File: config.mk
export PLATFORM = sky130hd
export DESIGN_NAME = i2cs_top
export DESIGN_NICKNAME = d
export VERILOG_FILES = /design/src/i2cs_filter.v /design/src/i2cs_top.v
export VERILOG_INCLUDE_DIRS = /design/src
export SDC_FILE = /design/constraint.sdc
export NUM_CORES = 2
export LEC_CHECK = 0
export ABC_CLOCK_PERIOD_IN_PS = 6300
export BUFFER_PORTS_ARGS = -buffer_cell sky130_fd_sc_hd__buf_2
export CAP_MARGIN = 40
export CORE_UTILIZATION = 23
export CTS_BUF_LIST = sky130_fd_sc_hd__clkbuf_4
export CTS_CLUSTER_SIZE = 14
export DETAILED_ROUTE_END_ITERATION = 8
export GPL_TIMING_DRIVEN = 1
export PLACE_DENSITY = 0.44
export RECOVER_POWER = 25
export SLEW_MARGIN = 30
export SYNTH_ARGS = -nofsm -noshare
export SYNTH_HDL_FRONTEND = slang
export SYNTH_SLANG_ARGS = --single-unit
File: constraint.sdc
create_clock -name clk_sys -period 6.3 [get_ports clk_sys]
set_clock_uncertainty 0.05 [all_clocks]
set_input_delay 0.63 -clock clk_sys [delete_from_list [all_inputs] [get_ports clk_sys]]
set_output_delay 0.63 -clock clk_sys [all_outputs]
set_load 0.05 [all_outputs]
File: src/i2cs_defines.vh
// Constants for the two-wire control target and its register store.
// Assumes inclusion by bare name from the design files.
`ifndef I2CS_DEFINES_VH
`define I2CS_DEFINES_VH
// ***********************************
// Bus address and general call
// ***********************************
`define I2CS_DEV_ADDR     7'h18
`define I2CS_GCALL_ADDR   7'h00
// ***********************************
// Register map
// ***********************************
`define I2CS_REG_PAGE     7'h00
`define I2CS_REG_GCALL    7'h22
`define I2CS_GCALL_BIT    5
`define I2CS_PAGE_RST     8'h00
`define I2CS_NUM_REGS     128
`define I2CS_NUM_PAGES    2
// ***********************************
// Line filter
// ***********************************
`define I2CS_FILT_LEN     3
`endif

File: src/i2cs_filter.v
// Two-flop synchroniser plus stable-run glitch filter for one line.
// Assumes the line is asynchronous to clk_sys and idles high.
`timescale 1ns/100ps
`include "i2cs_defines.vh"
module i2cs_filter (
   clk_sys,
   rst_n,
   line_in,
   line_out
);
   input  wire clk_sys;
   input  wire rst_n;
   input  wire line_in;
   output wire line_out;

   reg       meta_ff;
   reg       sync_ff;
   reg [1:0] cnt_ff;
   reg       filt_ff;

   // ***********************************
   // Synchronise, then require a stable run
   // ***********************************
   // A new level is accepted only after it holds for the filter length
   always @(posedge clk_sys) begin
      if (!rst_n) begin
         meta_ff <= 1'b1;
         sync_ff <= 1'b1;
         cnt_ff  <= 2'h0;
         filt_ff <= 1'b1;
      end else begin
         meta_ff <= line_in;
         sync_ff <= meta_ff;
         if (sync_ff == filt_ff) begin
            cnt_ff <= 2'h0;
         end else if (cnt_ff == (`I2CS_FILT_LEN - 1)) begin
            cnt_ff  <= 2'h0;
            filt_ff <= sync_ff;
         end else begin
            cnt_ff <= cnt_ff + 2'h1;
         end
      end
   end

   assign line_out = filt_ff;
endmodule

File: src/i2cs_top.v
// Two-wire control target with paged 8-bit register store.
// Assumes an external master, pull-ups on both lines and 100 MHz clk_sys.
`timescale 1ns/100ps
`include "i2cs_defines.vh"
module i2cs_top (
   clk_sys,
   rst_n,
   scl_in,
   sda_in,
   scl_out,
   scl_oe,
   sda_out,
   sda_oe,
   busy,
   page_sel
);
   input  wire       clk_sys;
   input  wire       rst_n;
   input  wire       scl_in;
   input  wire       sda_in;
   output wire       scl_out;
   output wire       scl_oe;
   output wire       sda_out;
   output reg        sda_oe;
   output reg        busy;
   output reg  [7:0] page_sel;

   localparam ST_IDLE  = 3'h0;
   localparam ST_ADDR  = 3'h1;
   localparam ST_AACK  = 3'h2;
   localparam ST_WR    = 3'h3;
   localparam ST_WACK  = 3'h4;
   localparam ST_RD    = 3'h5;
   localparam ST_RACK  = 3'h6;

   wire       scl_f;
   wire       sda_f;
   reg        scl_d_ff;
   reg        sda_d_ff;
   reg  [2:0] st_ff;
   reg  [3:0] bit_ff;
   reg  [7:0] shf_ff;
   reg  [6:0] ptr_ff;
   reg        ptr_set_ff;
   reg        ack_ok_ff;
   reg  [7:0] mem_ff [0:`I2CS_NUM_PAGES*`I2CS_NUM_REGS-1];
   reg  [7:0] rd_byte;
   wire       scl_rise;
   wire       scl_fall;
   wire       start_c;
   wire       stop_c;
   wire       page_ok;
   wire [7:0] mem_idx;
   wire       gcall_en;
   wire       wr_strobe;

   // ***********************************
   // Line conditioning
   // ***********************************
   i2cs_filter u_scl_filt (
      .clk_sys  (clk_sys),
      .rst_n    (rst_n),
      .line_in  (scl_in),
      .line_out (scl_f)
   );
   i2cs_filter u_sda_filt (
      .clk_sys  (clk_sys),
      .rst_n    (rst_n),
      .line_in  (sda_in),
      .line_out (sda_f)
   );

   // Delayed filtered levels for edge detection
   always @(posedge clk_sys) begin
      if (!rst_n) begin
         scl_d_ff <= 1'b1;
         sda_d_ff <= 1'b1;
      end else begin
         scl_d_ff <= scl_f;
         sda_d_ff <= sda_f;
      end
   end

   assign scl_rise = scl_f & ~scl_d_ff;
   assign scl_fall = ~scl_f & scl_d_ff;
   assign start_c  = scl_f & scl_d_ff & sda_d_ff & ~sda_f;
   assign stop_c   = scl_f & scl_d_ff & ~sda_d_ff & sda_f;

   // Clock line is never driven; target only
   assign scl_out = 1'b0;
   assign scl_oe  = 1'b0;
   // Data line only ever pulled low
   assign sda_out = 1'b0;

   // ***********************************
   // Register store addressing
   // ***********************************
   // Only page 0 and 1 are backed; other pages read zero, ignore writes
   assign page_ok  = (page_sel < `I2CS_NUM_PAGES);
   assign mem_idx  = {page_sel[0], ptr_ff};
   assign gcall_en = mem_ff[`I2CS_REG_GCALL][`I2CS_GCALL_BIT];

   // Page register is common to all pages
   always @* begin
      if (ptr_ff == `I2CS_REG_PAGE) begin
         rd_byte = page_sel;
      end else if (page_ok) begin
         rd_byte = mem_ff[mem_idx];
      end else begin
         rd_byte = 8'h00;
      end
   end

   // Byte written when the clock falls after the eighth bit of a data byte
   assign wr_strobe = (st_ff == ST_WR) && scl_fall && (bit_ff == 4'h8)
                      && ptr_set_ff;

   // ***********************************
   // Register storage, one write port
   // ***********************************
   genvar gi;
   generate
      for (gi = 0; gi < `I2CS_NUM_PAGES*`I2CS_NUM_REGS; gi = gi + 1) begin : g_reg
         always @(posedge clk_sys) begin
            if (!rst_n) begin
               mem_ff[gi] <= 8'h00;
            end else if (wr_strobe && page_ok &&
                         (ptr_ff != `I2CS_REG_PAGE) &&
                         (mem_idx == gi)) begin
               mem_ff[gi] <= shf_ff;
            end
         end
      end
   endgenerate

   // ***********************************
   // Protocol engine
   // ***********************************
   // Bits sampled on clock rise, ack and data driven after clock fall
   always @(posedge clk_sys) begin
      if (!rst_n) begin
         st_ff      <= ST_IDLE;
         bit_ff     <= 4'h0;
         shf_ff     <= 8'h00;
         ptr_ff     <= 7'h00;
         ptr_set_ff <= 1'b0;
         ack_ok_ff  <= 1'b0;
         sda_oe     <= 1'b0;
         busy       <= 1'b0;
         page_sel   <= `I2CS_PAGE_RST;
      end else if (start_c) begin
         // Repeated START restarts decoding, pointer kept
         st_ff      <= ST_ADDR;
         bit_ff     <= 4'h0;
         ptr_set_ff <= 1'b0;
         sda_oe     <= 1'b0;
         busy       <= 1'b1;
      end else if (stop_c) begin
         st_ff  <= ST_IDLE;
         sda_oe <= 1'b0;
         busy   <= 1'b0;
      end else begin
         case (st_ff)
            ST_IDLE: begin
               sda_oe <= 1'b0;
            end
            ST_ADDR, ST_WR: begin
               if (scl_rise && bit_ff < 4'h8) begin
                  shf_ff <= {shf_ff[6:0], sda_f};
                  bit_ff <= bit_ff + 4'h1;
               end else if (scl_fall && bit_ff == 4'h8) begin
                  bit_ff <= 4'h0;
                  if (st_ff == ST_ADDR) begin
                     // Match own address, or general call if enabled
                     if (shf_ff[7:1] == `I2CS_DEV_ADDR ||
                         (shf_ff[7:1] == `I2CS_GCALL_ADDR &&
                          !shf_ff[0] && gcall_en)) begin
                        ack_ok_ff <= shf_ff[0];
                        sda_oe    <= 1'b1;
                        st_ff     <= ST_AACK;
                     end else begin
                        st_ff <= ST_IDLE;
                     end
                  end else begin
                     if (!ptr_set_ff) begin
                        ptr_ff     <= shf_ff[6:0];
                        ptr_set_ff <= 1'b1;
                     end else begin
                        if (ptr_ff == `I2CS_REG_PAGE) begin
                           page_sel <= shf_ff;
                        end
                        ptr_ff <= ptr_ff + 7'h01;
                     end
                     sda_oe <= 1'b1;
                     st_ff  <= ST_WACK;
                  end
               end
            end
            ST_AACK, ST_WACK: begin
               // Release after the acknowledge clock ends; an acked read address drives its first bit instead
               if (scl_fall) begin
                  if (st_ff == ST_AACK && ack_ok_ff) begin
                     sda_oe <= ~rd_byte[7];
                     shf_ff <= {rd_byte[6:0], 1'b1};
                     bit_ff <= 4'h1;
                     st_ff  <= ST_RD;
                  end else begin
                     sda_oe <= 1'b0;
                     st_ff  <= ST_WR;
                  end
               end
            end
            ST_RD: begin
               if (scl_fall) begin
                  if (bit_ff == 4'h8) begin
                     sda_oe <= 1'b0;
                     st_ff  <= ST_RACK;
                     ptr_ff <= ptr_ff + 7'h01;
                  end else begin
                     sda_oe <= ~shf_ff[7];
                     shf_ff <= {shf_ff[6:0], 1'b1};
                     bit_ff <= bit_ff + 4'h1;
                  end
               end
            end
            ST_RACK: begin
               if (scl_rise) begin
                  ack_ok_ff <= ~sda_f;
               end else if (scl_fall) begin
                  if (ack_ok_ff) begin
                     sda_oe <= ~rd_byte[7];
                     shf_ff <= {rd_byte[6:0], 1'b1};
                     bit_ff <= 4'h1;
                     st_ff  <= ST_RD;
                  end else begin
                     st_ff <= ST_IDLE;
                  end
               end
            end
            default: begin
               st_ff  <= ST_IDLE;
               sda_oe <= 1'b0;
            end
         endcase
      end
   end
endmodule

==> run summary <==
RUN STATUS
--------------------------------------------------------------------------------
Status ............................................................ finished with violations
Violated checks ................................................... capacitance limit, slew limit

CLOCK NETWORK
--------------------------------------------------------------------------------
Number of levels the H-tree was split into ........................            6
Maximum buffer depth of the clock tree ............................            4
Clock transition at the registers of the reported paths ...........      0.06 ns
Root buffer cell .................................................. sky130_fd_sc_hd__clkbuf_4
Number of post-CTS setup repair buffers ...........................            0
Count of instances resized after the clock tree is built ..........            0
Number of sinks on the clock net ..................................        2,094
Number of buffers added by the clock tree synthesis step ..........          591
Clock insertion delay at the later pin of the skew report .........      1.52 ns
Clock tree from TritonCTS .........................................         done
Number of buffers added to fix hold violations after cts ..........            7

PLACEMENT
--------------------------------------------------------------------------------
Total instance count after detailed placement .....................        11.7k
Final HPWL DP .....................................................   226,000 um
Input/output buffers ..............................................           13
GPL Wtd Cong ......................................................        0.889
Post-Place Worst Slack ............................................      1.63 ns

YOSYS
--------------------------------------------------------------------------------
Most numerous cell types in the synthesized netlist ............... 2,125 x sky130_fd_sc_hd__nor2_1, 2,048 x sky130_fd_sc_hd__edfxtp_1, 478 x sky130_fd_sc_hd__mux4_2
Largest area contributor in the synthesized netlist ............... sky130_fd_sc_hd__edfxtp_1
Distinct cells, synth .............................................           77
Average size of a mapped cell .....................................     13.9 um2
Share of synthesized registers carrying an async set or reset .....           0%
Post-Synthesis Cell Area ..........................................   92,200 um2
Count of synthesis-stage warnings from yosys ......................            0
Most common cell in the synthesized netlist ....................... sky130_fd_sc_hd__nor2_1
Number of enable flip-flop cells after synthesis ..................        2,048
Top post-synthesis cells by area .................................. sky130_fd_sc_hd__edfxtp_1 67%, sky130_fd_sc_hd__mux4_2 12%, sky130_fd_sc_hd__nor2_1 8.7%, sky130_fd_sc_hd__mux2i_1 2.1%, sky130_fd_sc_hd__clkbuf_1 1.8%
Number of storage elements in the synthesis netlist ...............        2,094
Top FF cell, synth ................................................ sky130_fd_sc_hd__edfxtp_1
Top-area cell type share of the netlist area ......................        66.7%
Sequential area share after synthesis .............................        67.7%
Synthesized instance count ........................................        6,639

SETUP PATH
--------------------------------------------------------------------------------
Highest net fanout along the worst path ...........................           48
Sort of element at the end of the critical path ...................         flop
Worst EP arrival ..................................................      6.48 ns
Startpoint-to-endpoint class of the critical path ................. flop to flop
Setup slack, reg-to-reg ...........................................      0.88 ns
Kind of cell adding the most delay to the critical path ........... simple AND/OR/NAND/NOR gates
Bufs and invs on worst path .......................................            4
Setup crit start kind .............................................         flop
Data required time of the worst path ..............................      7.37 ns
Highest cell delay on the worst timing path .......................      0.68 ns
Most Frequent Cell on Critical Path ............................... sky130_fd_sc_hd__buf_4
RR Endpoint ....................................................... mem_ff[227][0]
Crit-path cells ................................................... clkbuf_1 -> nor2b_1 -> and2_0 -> nand4_1 -> nor2_1 -> buf_4 -> nand3_1 -> buf_12 -> o21ai_0 -> buf_4
Start point of the critical path .................................. u_scl_filt.line_out
Slowest cell on crit path ......................................... sky130_fd_sc_hd__nand3_1
Worst flop-to-flop path startpoint ................................ u_scl_filt.line_out
R2R depth .........................................................           10

FLOORPLANNING
--------------------------------------------------------------------------------
Area of the die ...................................................  403,000 um2
Number of I/O pins ................................................           17
Die Y-Extent ......................................................       635 um
Initial core utilization ..........................................        23.1%
Floorplan die width ...............................................       635 um
Core Region .......................................................  399,000 um2
Number of standard-cell rows in the floorplan .....................          232

STA
--------------------------------------------------------------------------------
Share of the clock period used by the worst path ..................        86.0%
Max frequency .....................................................      185 MHz
Least-Margin Pin Slew .............................................      3.44 ns
Hold Fails Final Rpt ..............................................            0
Post-layout min period ............................................      5.42 ns
Number of max-slew violations in the final report .................          362
Setup-failing EPs final ...........................................            0
Slew headroom .....................................................        -129%
Setup repair after global routing missed its margin ...............           no
Setup slack after layout ..........................................     0.882 ns
Final sum of negative setup slack .................................         0 ns
Final-layout worst hold slack .....................................     0.201 ns

DETAILED ROUTING
--------------------------------------------------------------------------------
Post-DR wirelength/cell ...........................................      27.2 um
Number of DRC violations after detailed-routing iteration 0 .......        7,680
Post-route antenna net violation count ............................            0
Via count .........................................................        61.8k
Final WL ..........................................................   349,000 um
Number of detailed-routing iterations run before antenna repair ...            6
Routed via count divided by cell count ............................         4.83
DRC viols .........................................................            0

WORST HOLD PATH
--------------------------------------------------------------------------------
Worst hold path endpoint .......................................... u_scl_filt.line_out
Class of the tightest hold or removal check ....................... input port to flop
Number of cells on the worst hold path ............................            3
Hold path startpoint ..............................................        rst_n

PWR
--------------------------------------------------------------------------------
Clock power frac ..................................................        42.1%
Switching fraction of total power .................................        24.1%
Static Leak .......................................................      32.0 nW
Cell Pwr Density ..................................................   276 nW/um2
Net Switching .....................................................      7.16 mW
Internal power contribution .......................................      22.5 mW
Maximum vdd drop ..................................................     0.170 mV
Combinational share of power ......................................         3.5%
Sequential share of power .........................................        54.4%

GLOBAL ROUTE
--------------------------------------------------------------------------------
Number of global-route vias before repair .........................        61.6k
Total Routing Usage GR ............................................        16.8%
Overflow after GRT ................................................            0
Antenna violations before repair ..................................           12
Global-route wire length before repair ............................   486,000 um
Largest net degree at the start of global routing .................          118

CELLS AND AREA
--------------------------------------------------------------------------------
Nets ..............................................................        7,108
Fraction of final layout cells with drive strength greater than 1 .        25.0%
End-of-flow core utilization ......................................        26.9%
Number of cells in the finished layout apart from fillers .........        12.8k
Layout-stage area growth over the synthesis result ................        16.7%

RUN
--------------------------------------------------------------------------------
Number of violations of the max-capacitance limit .................            9

tightest hold or removal path, delay by kind of cell:
| kind | cells | cell delay (ns) |
|---|---|---|
| buffers and inverters | 2 | 0.90 |
| and+or+nand+nor | 1 | 0.15 |
stage by stage:
stage / area, um2 / power, mW
2_1_floorplan: 92200 / 16.8
3_3_place_gp: 100000 / 17.4
3_5_place_dp: 100000 / 17.5
4_1_cts: 108000 / 30.0
5_1_grt: 108000 / 30.8
6_report: 108000 / 29.7
how the worst max path moves through the flow:
stage / depth (start not counted) / to
finish: 10 / mem_ff[227][0]
global route: 10 / mem_ff[179][6]
CTS: 10 / shf_ff[3]
detailed placement: 10 / shf_ff[3]
global placement: 7 / mem_ff[2][7]
floorplan: 16 / mem_ff[170][0]
state kept, by name, indices dropped and copies added, names as in the netlist, 2 cells and up:
signal,count
ptr_ff,7
page_sel,8
st_ff,3
bit_ff,4
u_scl_filt.cnt_ff,2
u_sda_filt.cnt_ff,2
shf_ff,8
mem_ff,2048
placed cells by master (no fill, tap or decap), types with 97 or more instances in the layout:
cell / synthesis / routed
sky130_fd_sc_hd__a22oi_1: 97 / 97
sky130_fd_sc_hd__buf_4: 28 / 379
sky130_fd_sc_hd__clkbuf_4: 0 / 814
sky130_fd_sc_hd__clkinv_1: 0 / 130
sky130_fd_sc_hd__edfxtp_1: 2048 / 2048
sky130_fd_sc_hd__mux2i_1: 192 / 192
sky130_fd_sc_hd__mux4_2: 478 / 478
sky130_fd_sc_hd__nand2_1: 252 / 252
sky130_fd_sc_hd__nor2_1: 2125 / 2121
sky130_fd_sc_hd__o21ai_0: 289 / 274
cell families after synthesis:
family | after synthesis | share of synthesized area (%)
AOI/OAI and AO/OA | 607 | 4.04
xor gates and xnor gates | 3 | 0.0285
adders and majority gates | 8 | 0.109
buffers and inverters | 665 | 3.13
DFF | 2094 | 67.7
muxes | 678 | 13.9
other | 1 | 0.00407
and+or+nand+nor | 2583 | 11.1
metal layers:
layer	vias up	track usage [%]	part of all wire, %	wire length [um]
li1	25753	-	-	-
met1	32418	22.6	42	146000
met2	3072	26.5	46	160000
met3	582	3.25	8.1	28100
met4	4	6.80	4.1	14500
met5	-	0	0.0077	27
cell type report:
type / count / area, um2
Timing Repair Buffer: 498 / 4030
Clock buffer: 814 / 6110
Fill cell: 40897 / 292000
Clock inverter: 214 / 1200
Multi-Input combinational cell: 3898 / 27100
Inverter: 13 / 53.8
Tap cell: 5265 / 6590
Antenna cell: 8 / 20.0
Sequential cell: 2094 / 62500
power by group through the flow:
stage | clock, mW | sequential, mW | combinational, mW
final | 12.5 | 16.1 | 1.04
after global routing | 13.5 | 16.2 | 1.08
after CTS | 12.8 | 16.2 | 1.03
after detailed placement | 0 | 16.4 | 1.03
after global placement | 0 | 16.4 | 1.01
after floorplan | 0 | 16.3 | 0.523
Note: power is estimated with default switching activity, not from simulation.
